[src/core/slow_timers_pkg.sv]
// Constants, register map and carrier types for the slow-clock timers
// Contract
// - Enabled watchdog starts at zero, counts slow ticks
// - All-ones count fires four-tick chip reset
// - Standby or sleep freezes the watchdog count
// - Debug mode forces the watchdog inactive
// - Watchdog reset sets the reset-source flag
// - Writing refresh one reloads; zero does nothing
// - Reload register gives counter upper eight bits
// - Watchdog enable lives at config bit five
// - Timer runs while bit seven set; write sets limit
// - Reading the count register returns live count
// - Count to limit, clear, restart, request interrupt
// - Overflow flag bit six cleared only by software
// - Interrupt enable gates the overflow interrupt event
// - Select bit picks slow source for timer, calibration
// - Twelve-bit fast counter measures four slow cycles
// - Bit fifteen write starts; reads busy while measuring
// - Result lands in bits eleven to zero
// - Zero means no slow clock; all-ones means overflow
package slow_timers_pkg;
	localparam int ADDR_W = 18;
	localparam int DATA_W = 32;
	// Register indices; byte address is four times the index
	localparam logic [15:0] IDX_CHIP_CONFIG_ONE = 16'h401e;
	localparam logic [15:0] IDX_WATCHDOG_CONTROL = 16'h4026;
	localparam logic [15:0] IDX_WATCHDOG_RELOAD_HIGH = 16'h4027;
	localparam logic [15:0] IDX_RTC_COUNT_LIMIT = 16'h402c;
	localparam logic [15:0] IDX_RTC_STATUS_CONTROL = 16'h402e;
	localparam logic [15:0] IDX_CLOCK_CALIBRATION = 16'h4044;
	// Decode slots
	localparam int NUM_REGS = 6;
	localparam int SEL_CCFG = 0;
	localparam int SEL_WDC = 1;
	localparam int SEL_WDR = 2;
	localparam int SEL_RTCL = 3;
	localparam int SEL_RTCS = 4;
	localparam int SEL_CAL = 5;
	// Field positions
	localparam int CCFG_LVW_EN_BIT = 7;
	localparam int CCFG_LVW_IE_BIT = 6;
	localparam int CCFG_WD_EN_BIT = 5;
	localparam int WDC_FLAG_BIT = 1;
	localparam int WDC_REFRESH_BIT = 0;
	localparam int RTC_EN_BIT = 7;
	localparam int RTC_OVF_BIT = 6;
	localparam int RTC_SEL_BIT = 5;
	localparam int RTC_ISOSC_BIT = 4;
	localparam int RTC_EAF_BIT = 3;
	localparam int RTC_ESOSC_BIT = 2;
	localparam int CAL_START_BIT = 15;
	localparam int CAL_RES_W = 12;
	// Reset values and limits
	localparam logic [15:0] RTC_LIMIT_RST = 16'hffff;
	localparam logic [15:0] WD_MAX = 16'hffff;
	localparam logic [7:0] WD_RELOAD_RST = 8'h00;
	localparam logic [7:0] WD_LOW_LOAD = 8'h00;
	localparam logic [2:0] WD_FIRE_TICKS = 3'h4;
	localparam logic [2:0] CAL_EDGES = 3'h4;
	localparam logic [11:0] CAL_MAX = 12'hfff;
	localparam logic [11:0] CAL_NONE = 12'h000;
	localparam logic [31:0] RD_ZERO = 32'h0000_0000;
	// State encodings
	typedef enum logic [2:0] {
		WD_OFF = 3'b001,
		WD_RUN = 3'b010,
		WD_FIRE = 3'b100
	} wd_state_t;
	typedef enum logic [2:0] {
		CAL_IDLE = 3'b001,
		CAL_ARM = 3'b010,
		CAL_COUNT = 3'b100
	} cal_state_t;
	// APB carriers
	typedef struct packed {
		logic psel;
		logic penable;
		logic pwrite;
		logic [ADDR_W-1:0] paddr;
		logic [DATA_W-1:0] pwdata;
	} apb_req_t;
	typedef struct packed {
		logic [DATA_W-1:0] prdata;
		logic pready;
		logic pslverr;
	} apb_rsp_t;
endpackage

[src/core/slow_clock_timers.sv]
// Watchdog, periodic slow timer and clock calibration with APB slave
//
// Chosen here: the APB interface to the registers.
`timescale 1ns/100ps
module slow_clock_timers (
	input wire logic pclk,
	input wire logic presetn,
	input wire slow_timers_pkg::apb_req_t apb_req,
	output slow_timers_pkg::apb_rsp_t apb_rsp,
	input wire logic internal_slow_clk,
	input wire logic external_slow_clk,
	input wire logic standby_or_sleep,
	input wire logic debug_mode,
	input wire logic rtc_irq_enable,
	output logic chip_reset,
	output logic reset_source_watchdog,
	output logic rtc_irq,
	output logic watchdog_enable,
	output logic internal_slow_osc_enable,
	output logic external_slow_osc_enable,
	output logic external_slow_analog_form,
	output logic low_voltage_warn_enable,
	output logic low_voltage_warn_irq_enable
);
	localparam logic [2:0] FIRE_LAST = slow_timers_pkg::WD_FIRE_TICKS - 3'h1;
	localparam logic [2:0] EDGE_LAST = slow_timers_pkg::CAL_EDGES - 3'h1;

	// One-hot register decode of a byte address
	function automatic logic [slow_timers_pkg::NUM_REGS-1:0] reg_hit(
		input logic [slow_timers_pkg::ADDR_W-1:0] a
	);
		logic [15:0] idx;
		idx = a[slow_timers_pkg::ADDR_W-1:2];
		reg_hit = '0;
		if (a[1:0] == 2'b00) begin
			reg_hit[slow_timers_pkg::SEL_CCFG] =
				(idx == slow_timers_pkg::IDX_CHIP_CONFIG_ONE);
			reg_hit[slow_timers_pkg::SEL_WDC] =
				(idx == slow_timers_pkg::IDX_WATCHDOG_CONTROL);
			reg_hit[slow_timers_pkg::SEL_WDR] =
				(idx == slow_timers_pkg::IDX_WATCHDOG_RELOAD_HIGH);
			reg_hit[slow_timers_pkg::SEL_RTCL] =
				(idx == slow_timers_pkg::IDX_RTC_COUNT_LIMIT);
			reg_hit[slow_timers_pkg::SEL_RTCS] =
				(idx == slow_timers_pkg::IDX_RTC_STATUS_CONTROL);
			reg_hit[slow_timers_pkg::SEL_CAL] =
				(idx == slow_timers_pkg::IDX_CLOCK_CALIBRATION);
		end
	endfunction

	logic [2:0] isl_q;
	logic [2:0] esl_q;
	logic int_tick;
	logic ext_tick;
	logic sel_tick;
	logic [slow_timers_pkg::NUM_REGS-1:0] hit;
	logic [slow_timers_pkg::NUM_REGS-1:0] wsel;
	logic acc;
	logic [31:0] wd;
	logic [31:0] prdata_q;
	logic lvw_en_q;
	logic lvw_ie_q;
	logic wd_en_q;
	logic wd_flag_q;
	logic [7:0] reload_q;
	logic [15:0] wd_cnt_q;
	logic [2:0] fire_cnt_q;
	slow_timers_pkg::wd_state_t wd_state_q;
	slow_timers_pkg::wd_state_t wd_state_d;
	logic wd_go;
	logic wd_step;
	logic refresh;
	logic wd_overflow;
	logic chip_reset_q;
	logic rst_src_q;
	logic [15:0] limit_q;
	logic [15:0] rtc_cnt_q;
	logic rtc_en_q;
	logic ovf_q;
	logic sck_sel_q;
	logic isosc_q;
	logic eaf_q;
	logic esosc_q;
	logic rtc_wrap;
	logic rtc_irq_q;
	slow_timers_pkg::cal_state_t cal_state_q;
	logic [11:0] cal_cnt_q;
	logic [11:0] cal_res_q;
	logic [2:0] cal_edges_q;
	logic meas_busy;
	logic cal_start;

	// Slow clock pins: two-flop sync, third flop for edge detect
	always_ff @(posedge pclk or negedge presetn) begin
		if (!presetn) begin
			isl_q <= 3'h7; // Ones: no false rise after reset
			esl_q <= 3'h7;
		end else begin
			isl_q <= {isl_q[1:0], internal_slow_clk};
			esl_q <= {esl_q[1:0], external_slow_clk};
		end
	end

	// Rising edges of the slow clocks as one-cycle enables
	assign int_tick = isl_q[1] & ~isl_q[2];
	assign ext_tick = esl_q[1] & ~esl_q[2];
	assign sel_tick = sck_sel_q ? ext_tick : int_tick;

	// Bus decode; writes land in the access phase
	assign hit = reg_hit(apb_req.paddr);
	assign acc = apb_req.psel & apb_req.penable;
	assign wsel = hit & {slow_timers_pkg::NUM_REGS{acc & apb_req.pwrite}};
	assign wd = apb_req.pwdata;
	assign apb_rsp.prdata = prdata_q;
	assign apb_rsp.pready = 1'b1;
	assign apb_rsp.pslverr = acc & ~(|hit);

	// Read data captured in the setup phase
	always_ff @(posedge pclk or negedge presetn) begin
		if (!presetn) begin
			prdata_q <= slow_timers_pkg::RD_ZERO;
		end else if (apb_req.psel && !apb_req.penable && !apb_req.pwrite) begin
			prdata_q <= slow_timers_pkg::RD_ZERO;
			case (1'b1)
				hit[slow_timers_pkg::SEL_CCFG]: begin
					prdata_q[slow_timers_pkg::CCFG_LVW_EN_BIT] <= lvw_en_q;
					prdata_q[slow_timers_pkg::CCFG_LVW_IE_BIT] <= lvw_ie_q;
					prdata_q[slow_timers_pkg::CCFG_WD_EN_BIT] <= wd_en_q;
				end
				hit[slow_timers_pkg::SEL_WDC]: begin
					prdata_q[slow_timers_pkg::WDC_FLAG_BIT] <= wd_flag_q;
				end
				hit[slow_timers_pkg::SEL_WDR]: begin
					prdata_q[7:0] <= reload_q;
				end
				hit[slow_timers_pkg::SEL_RTCL]: begin
					prdata_q[15:0] <= rtc_cnt_q;
				end
				hit[slow_timers_pkg::SEL_RTCS]: begin
					prdata_q[slow_timers_pkg::RTC_EN_BIT] <= rtc_en_q;
					prdata_q[slow_timers_pkg::RTC_OVF_BIT] <= ovf_q;
					prdata_q[slow_timers_pkg::RTC_SEL_BIT] <= sck_sel_q;
					prdata_q[slow_timers_pkg::RTC_ISOSC_BIT] <= isosc_q;
					prdata_q[slow_timers_pkg::RTC_EAF_BIT] <= eaf_q;
					prdata_q[slow_timers_pkg::RTC_ESOSC_BIT] <= esosc_q;
				end
				hit[slow_timers_pkg::SEL_CAL]: begin
					prdata_q[slow_timers_pkg::CAL_START_BIT] <= meas_busy;
					prdata_q[slow_timers_pkg::CAL_RES_W-1:0] <= cal_res_q;
				end
				default: begin
					prdata_q <= slow_timers_pkg::RD_ZERO;
				end
			endcase
		end
	end

	// Chip configuration bits
	always_ff @(posedge pclk or negedge presetn) begin
		if (!presetn) begin
			lvw_en_q <= 1'b0;
			lvw_ie_q <= 1'b0;
			wd_en_q <= 1'b0;
		end else if (wsel[slow_timers_pkg::SEL_CCFG]) begin
			lvw_en_q <= wd[slow_timers_pkg::CCFG_LVW_EN_BIT];
			lvw_ie_q <= wd[slow_timers_pkg::CCFG_LVW_IE_BIT];
			wd_en_q <= wd[slow_timers_pkg::CCFG_WD_EN_BIT];
		end
	end

	// Watchdog reload high byte
	always_ff @(posedge pclk or negedge presetn) begin
		if (!presetn) begin
			reload_q <= slow_timers_pkg::WD_RELOAD_RST;
		end else if (wsel[slow_timers_pkg::SEL_WDR]) begin
			reload_q <= wd[7:0];
		end
	end

	// Watchdog controls; debug forces it off, sleep freezes it
	assign wd_go = wd_en_q & ~debug_mode;
	assign wd_step = int_tick & ~standby_or_sleep;
	assign refresh = wsel[slow_timers_pkg::SEL_WDC] &
		wd[slow_timers_pkg::WDC_REFRESH_BIT];
	assign wd_overflow = (wd_state_q == slow_timers_pkg::WD_RUN) && wd_go &&
		wd_step && !refresh && (wd_cnt_q == slow_timers_pkg::WD_MAX);

	// Watchdog state decision
	always_comb begin
		wd_state_d = wd_state_q;
		case (wd_state_q)
			slow_timers_pkg::WD_OFF: begin
				if (wd_go) begin
					wd_state_d = slow_timers_pkg::WD_RUN;
				end
			end
			slow_timers_pkg::WD_RUN: begin
				if (!wd_go) begin
					wd_state_d = slow_timers_pkg::WD_OFF;
				end else if (wd_overflow) begin
					wd_state_d = slow_timers_pkg::WD_FIRE;
				end
			end
			slow_timers_pkg::WD_FIRE: begin
				if (int_tick && fire_cnt_q == FIRE_LAST) begin
					wd_state_d = wd_go ? slow_timers_pkg::WD_RUN :
						slow_timers_pkg::WD_OFF;
				end
			end
			default: begin
				wd_state_d = slow_timers_pkg::WD_OFF;
			end
		endcase
	end

	// Watchdog state register
	always_ff @(posedge pclk or negedge presetn) begin
		if (!presetn) begin
			wd_state_q <= slow_timers_pkg::WD_OFF;
		end else begin
			wd_state_q <= wd_state_d;
		end
	end

	// Watchdog counter: zero when off, reload on refresh
	always_ff @(posedge pclk or negedge presetn) begin
		if (!presetn) begin
			wd_cnt_q <= 16'h0000;
		end else if (wd_state_q != slow_timers_pkg::WD_RUN) begin
			wd_cnt_q <= 16'h0000;
		end else if (refresh) begin
			wd_cnt_q <= {reload_q, slow_timers_pkg::WD_LOW_LOAD};
		end else if (wd_step) begin
			wd_cnt_q <= wd_cnt_q + 16'h0001;
		end
	end

	// Reset pulse length in internal slow ticks
	always_ff @(posedge pclk or negedge presetn) begin
		if (!presetn) begin
			fire_cnt_q <= 3'h0;
			chip_reset_q <= 1'b0;
			rst_src_q <= 1'b0;
		end else begin
			chip_reset_q <= (wd_state_d == slow_timers_pkg::WD_FIRE);
			rst_src_q <= wd_overflow;
			if (wd_state_q != slow_timers_pkg::WD_FIRE) begin
				fire_cnt_q <= 3'h0;
			end else if (int_tick && fire_cnt_q != FIRE_LAST) begin
				fire_cnt_q <= fire_cnt_q + 3'h1;
			end
		end
	end

	// Watchdog reset flag: set wins over a software clear
	always_ff @(posedge pclk or negedge presetn) begin
		if (!presetn) begin
			wd_flag_q <= 1'b0;
		end else if (wd_overflow) begin
			wd_flag_q <= 1'b1;
		end else if (wsel[slow_timers_pkg::SEL_WDC] &&
			!wd[slow_timers_pkg::WDC_FLAG_BIT]) begin
			wd_flag_q <= 1'b0;
		end
	end

	// Periodic timer status and control bits
	always_ff @(posedge pclk or negedge presetn) begin
		if (!presetn) begin
			rtc_en_q <= 1'b0;
			sck_sel_q <= 1'b0;
			isosc_q <= 1'b0;
			eaf_q <= 1'b0;
			esosc_q <= 1'b0;
		end else if (wsel[slow_timers_pkg::SEL_RTCS]) begin
			rtc_en_q <= wd[slow_timers_pkg::RTC_EN_BIT];
			sck_sel_q <= wd[slow_timers_pkg::RTC_SEL_BIT];
			isosc_q <= wd[slow_timers_pkg::RTC_ISOSC_BIT];
			eaf_q <= wd[slow_timers_pkg::RTC_EAF_BIT];
			esosc_q <= wd[slow_timers_pkg::RTC_ESOSC_BIT];
		end
	end

	// Limit register
	always_ff @(posedge pclk or negedge presetn) begin
		if (!presetn) begin
			limit_q <= slow_timers_pkg::RTC_LIMIT_RST;
		end else if (wsel[slow_timers_pkg::SEL_RTCL]) begin
			limit_q <= wd[15:0];
		end
	end

	assign rtc_wrap = rtc_en_q & sel_tick & (rtc_cnt_q == limit_q);

	// Live counter; a new limit restarts it from zero
	always_ff @(posedge pclk or negedge presetn) begin
		if (!presetn) begin
			rtc_cnt_q <= 16'h0000;
		end else if (wsel[slow_timers_pkg::SEL_RTCL] || rtc_wrap) begin
			rtc_cnt_q <= 16'h0000;
		end else if (rtc_en_q && sel_tick) begin
			rtc_cnt_q <= rtc_cnt_q + 16'h0001;
		end
	end

	// Overflow flag: set wins, cleared only by writing zero
	always_ff @(posedge pclk or negedge presetn) begin
		if (!presetn) begin
			ovf_q <= 1'b0;
		end else if (rtc_wrap) begin
			ovf_q <= 1'b1;
		end else if (wsel[slow_timers_pkg::SEL_RTCS] &&
			!wd[slow_timers_pkg::RTC_OVF_BIT]) begin
			ovf_q <= 1'b0;
		end
	end

	// Interrupt event pulse, gated by the enable
	always_ff @(posedge pclk or negedge presetn) begin
		if (!presetn) begin
			rtc_irq_q <= 1'b0;
		end else begin
			rtc_irq_q <= rtc_wrap & rtc_irq_enable;
		end
	end

	// Calibration: arm on a slow edge, then count four periods
	assign meas_busy = (cal_state_q != slow_timers_pkg::CAL_IDLE);
	assign cal_start = wsel[slow_timers_pkg::SEL_CAL] &
		wd[slow_timers_pkg::CAL_START_BIT];

	always_ff @(posedge pclk or negedge presetn) begin
		if (!presetn) begin
			cal_state_q <= slow_timers_pkg::CAL_ARM;
			cal_cnt_q <= 12'h000;
			cal_edges_q <= 3'h0;
			cal_res_q <= slow_timers_pkg::CAL_NONE;
		end else begin
			case (cal_state_q)
				slow_timers_pkg::CAL_IDLE: begin
					if (cal_start) begin
						cal_state_q <= slow_timers_pkg::CAL_ARM;
						cal_cnt_q <= 12'h000;
						cal_edges_q <= 3'h0;
					end else if (wsel[slow_timers_pkg::SEL_CAL]) begin
						cal_res_q <= wd[slow_timers_pkg::CAL_RES_W-1:0];
					end
				end
				slow_timers_pkg::CAL_ARM: begin
					if (sel_tick) begin
						cal_state_q <= slow_timers_pkg::CAL_COUNT;
						cal_cnt_q <= 12'h000;
					end else if (cal_cnt_q == slow_timers_pkg::CAL_MAX) begin
						cal_state_q <= slow_timers_pkg::CAL_IDLE;
						cal_res_q <= slow_timers_pkg::CAL_NONE;
					end else begin
						cal_cnt_q <= cal_cnt_q + 12'h001;
					end
				end
				slow_timers_pkg::CAL_COUNT: begin
					if (cal_cnt_q == slow_timers_pkg::CAL_MAX) begin
						cal_state_q <= slow_timers_pkg::CAL_IDLE;
						cal_res_q <= slow_timers_pkg::CAL_MAX;
					end else if (sel_tick && cal_edges_q == EDGE_LAST) begin
						cal_state_q <= slow_timers_pkg::CAL_IDLE;
						cal_res_q <= cal_cnt_q + 12'h001;
					end else begin
						cal_cnt_q <= cal_cnt_q + 12'h001;
						if (sel_tick) begin
							cal_edges_q <= cal_edges_q + 3'h1;
						end
					end
				end
				default: begin
					cal_state_q <= slow_timers_pkg::CAL_IDLE;
				end
			endcase
		end
	end

	// Outputs
	assign chip_reset = chip_reset_q;
	assign reset_source_watchdog = rst_src_q;
	assign rtc_irq = rtc_irq_q;
	assign watchdog_enable = wd_en_q;
	assign internal_slow_osc_enable = isosc_q;
	assign external_slow_osc_enable = esosc_q;
	assign external_slow_analog_form = eaf_q;
	assign low_voltage_warn_enable = lvw_en_q;
	assign low_voltage_warn_irq_enable = lvw_ie_q;
endmodule

[config.mk]
export PLATFORM = sky130hd
export DESIGN_NAME = slow_clock_timers
export DESIGN_NICKNAME = d
export VERILOG_FILES = /design/src/core/slow_timers_pkg.sv /design/src/core/slow_clock_timers.sv
export SDC_FILE = /design/constraint.sdc
export NUM_CORES = 1
export LEC_CHECK = 0
export BUFFER_PORTS_ARGS = -buffer_cell sky130_fd_sc_hd__buf_2
export CAP_MARGIN = 5
export CORE_ASPECT_RATIO = 0.7
export CORE_MARGIN = 4
export CORE_UTILIZATION = 58
export CTS_CLUSTER_SIZE = 10
export DETAILED_ROUTE_END_ITERATION = 8
export PLACE_DENSITY_LB_ADDON = 0.08
export RECOVER_POWER = 50
export SETUP_SLACK_MARGIN = 0.02
export SLEW_MARGIN = 20
export SYNTH_ARGS = -nofsm -noshare
export SYNTH_HDL_FRONTEND = slang
export SYNTH_SLANG_ARGS = --single-unit
[constraint.sdc]
create_clock -name pclk -period 3.5 [get_ports pclk]
set_input_delay 0.525 -clock pclk [delete_from_list [all_inputs] [get_ports pclk]]
set_output_delay 0.525 -clock pclk [all_outputs]
set_load 0.1 [all_outputs]
==> results.sh <==
export IMPL_status="complete, no violations"
export IMPL_endpoint_kind="primary output"
export IMPL_fin_ws_ns=0.394
export IMPL_ys_types=66
export IMPL_critPathMaxFanout=7
export IMPL_setup_viol=0
export IMPL_tns_ns=0
export IMPL_yosys_area_top_type="dfrtp_1"
export IMPL_firstDrtPassIters=5
export IMPL_grt_max_degree=60
export IMPL_drive_gt1_frac=0.251
export IMPL_hold_violations=0
export IMPL_syn_inst=687
export IMPL_post_cts_buffers=0
export IMPL_report_final_slew_viol_count=0
export IMPL_irDropWorstVdd_mv=0.398
export IMPL_cp_start_kind="input port"
export IMPL_syn_cell_area_um2=6900
export IMPL_clockBufferDepth=2
export IMPL_grt_ovfl_total=0
export IMPL_io_buffer_count=69
export IMPL_cellLeakagePower_uw=0.00367
export IMPL_grt_use_total=0.262
export IMPL_synth_seq_cells=127
export IMPL_clk_latency_ns=0.41
export IMPL_io_pins=103
export IMPL_cts_hold_buffers=0
export IMPL_place_hpwl_um=13000
export IMPL_grt_pass1_wl_um=28900
export IMPL_slowest_delay_ns=0.69
export IMPL_fmax_mhz=322
export IMPL_ant_nets=0
export IMPL_clkTransAtPathRegs_ns=0.05
export IMPL_synth_top_area_frac=0.374
export IMPL_vias=5611
export IMPL_place_ws_ns=0.397
export IMPL_die_width_um=138
export IMPL_crit_path_frequent_cell="buf_2"
export IMPL_cts_tree="built"
export IMPL_ys_flop_type="dfrtp_1"
export IMPL_synth_edf_count=0
export IMPL_wl_per_cell_um=19.1
export IMPL_core_area_um2=11700
export IMPL_std_cell_rows=33
export IMPL_period_needed_ns=3.11
export IMPL_yosys_top_cells_area="dfrtp_1 37%, dfstp_2 9.1%, mux2_2 8.2%"
export IMPL_postSynthAreaPerCell_um2=10.0
export IMPL_viasPerCell=6.05
export IMPL_cts_resized=0
export IMPL_crit_family="simple AND/OR/NAND/NOR gates"
export IMPL_post_route_period_util=0.887
export IMPL_crit_required_ns=2.97
export IMPL_regArea_um2=3210
export IMPL_drc_errors=0
export IMPL_syn2layout_area_growth_pct=14.8
export IMPL_rsz0062_at_grt="no"
export IMPL_clock_sink_count=127
export IMPL_maxCapViolations=0
export IMPL_tightest_slew_ns=1.46
export IMPL_initial_core_util=0.590
export IMPL_crit_path_cell_trace="buf_2 > or4b_1 > nor3_2 > and3_1 > nor3b_2 > buf_2"
export IMPL_finClkSkew_ns=0.00914
export IMPL_drt_initial_drc_count=580
export IMPL_timing_critical_path_buf_inv=2
export IMPL_antenna_cells=0
export IMPL_cts_max_level=4
export IMPL_slew_headroom=0.0235
export IMPL_arrival_ns=2.58
export IMPL_path_class="in -> out"
export IMPL_gp_congestion=0.911
export IMPL_antenna_found_initial=0
export IMPL_cts_buffers=17
export IMPL_fillers=922
export IMPL_finalNetCount=824
export IMPL_clockRootBuffer="clkbuf_16"
export IMPL_wl_um=17700
export IMPL_p_per_area_nw_per_um2=460
export IMPL_synthArstFlopShare=1.00
export IMPL_fp_dieH_um=99.2
export IMPL_yosys_warnings=0
export IMPL_grt_pass1_vias=5455
export IMPL_hold_path_class="in -> reg"
export IMPL_die_area_um2=13700
export IMPL_multi_input_area_um2=3400
export IMPL_cpMaxStageDelayCell="or4b_1"
export IMPL_yosysSeqAreaShare=0.465
==> per-stage QoR <==
stage	instances	hold slack, ns	utilization	total power [uW]	area (um2)
global placement	895	0.346	0.628	1910	7340
global route	927	0.205	0.677	3770	7920
finish	927	0.217	0.677	3640	7920
CTS	927	0.199	0.679	3660	7930
detailed placement	895	0.347	0.628	1910	7340
floorplan	702	0.229	-	1820	6960
==> layout make-up <==
| cell class | count | share of cell area |
|---|---|---|
| tap | 157 | 0.0248 |
| clock inverter | 13 | 0.0174 |
| multi-input combinational | 503 | 0.429 |
| clock buffer | 19 | 0.0572 |
| inverter | 26 | 0.0123 |
| sequential | 127 | 0.405 |
| timing repair buffer | 82 | 0.0541 |
==> final timing paths <==
check                      slack [ns]                     start  cells past startpoint                  endpoint
setup reg to reg                 0.53  cal_cnt_q[0]$_DFFE_PN0P_                      7  cal_res_q[4]$_DFFE_PN0P_
hold reg to reg                  0.36        esl_q[0]$_DFF_PN1_                      0        esl_q[1]$_DFF_PN1_
setup / recovery                 0.39               apb_req[41]                      6                apb_rsp[0]
max in group asynchronous        1.15                   presetn                      2  cal_res_q[2]$_DFFE_PN0P_
min in group asynchronous        0.44                   presetn                      1  rtc_cnt_q[8]$_DFFE_PN0P_
hold / removal                   0.22         internal_slow_clk                      1        isl_q[0]$_DFF_PN1_
==> metal layers <==
metal	GRT usage	vias up	routed length, um
met5	0	-	0
met4	0.0607	0	216
met3	0.0610	25	1320
met2	0.402	239	7820
met1	0.383	2761	8370
li1	-	2586	-
==> cell usage after synthesis, types with 7 or more instances <==
library cell and n:
a211oi_1 7, a21oi_1 13, a31oi_1 9, and3_1 11, buf_2 7, buf_4 18, clkbuf_1 20, dfrtp_1 103
dfstp_2 24, ha_1 7, inv_1 26, mux2_2 50, mux2i_1 7, nand2_1 56, nand3_1 29, nand4_1 10
nor2_1 60, nor3_1 16, nor3b_1 10, nor4_1 12, o21ai_0 29, o31ai_1 10, o41ai_1 7, or3_1 9
xnor2_1 19, xor2_1 31
==> state kept, by name (all words and copies together), names as in the netlist, 3 cells and up <==
name and cells:
limit_q 16, prdata_q 16, rtc_cnt_q 16, wd_cnt_q 16, cal_cnt_q 12, cal_res_q 12
reload_q 8, cal_edges_q 3, cal_state_q 3, esl_q 3, fire_cnt_q 3, isl_q 3
wd_state_q 3
==> cells by family after synthesis <==
| kind of cell | share of synthesized area |
|---|---|
| multiplexers | 0.0934 |
| flip-flops | 0.465 |
| XOR/XNOR | 0.0635 |
| adder cells (fa/ha/maj) | 0.0127 |
| AO/OA/AOI/OAI | 0.113 |
| other | 0.00109 |
| buffers and inverters | 0.0513 |
| AND/OR/NAND/NOR | 0.200 |
==> worst register-to-register path, stage by stage, from the launching register on <==
cell	delay, ns
dfrtp_1	0.40
ha_1	0.31
nand3_2	0.21
nor4_2	0.71
o31ai_1	0.24
nor4_2	0.40
buf_4	0.23
mux2_2	0.34
==> where the power goes <==
part           switching (uW)  internal (uW)  total (uW)
registers                49.7           1520        1570
clock network             660           1090        1750
logic                     242           78.8         320
total                     951           2690        3640
==> cells in the final DEF, fill, tap and decap left out, types with 10 or more instances in the layout <==
master       n
a21oi_1     13
and3_1      11
buf_2       65
buf_4       10
clkbuf_16   17
conb_1      17
dfrtp_1    103
dfstp_2     22
inv_1       26
mux2_2      50
nand2_1     56
nand3_1     29
nand4_1     10
nor2_1      60
nor3_1      16
nor4_1      12
o21ai_0     29
o31ai_1     10
xnor2_1     19
xor2_1      31
Note: power is estimated with default switching activity, not from simulation.
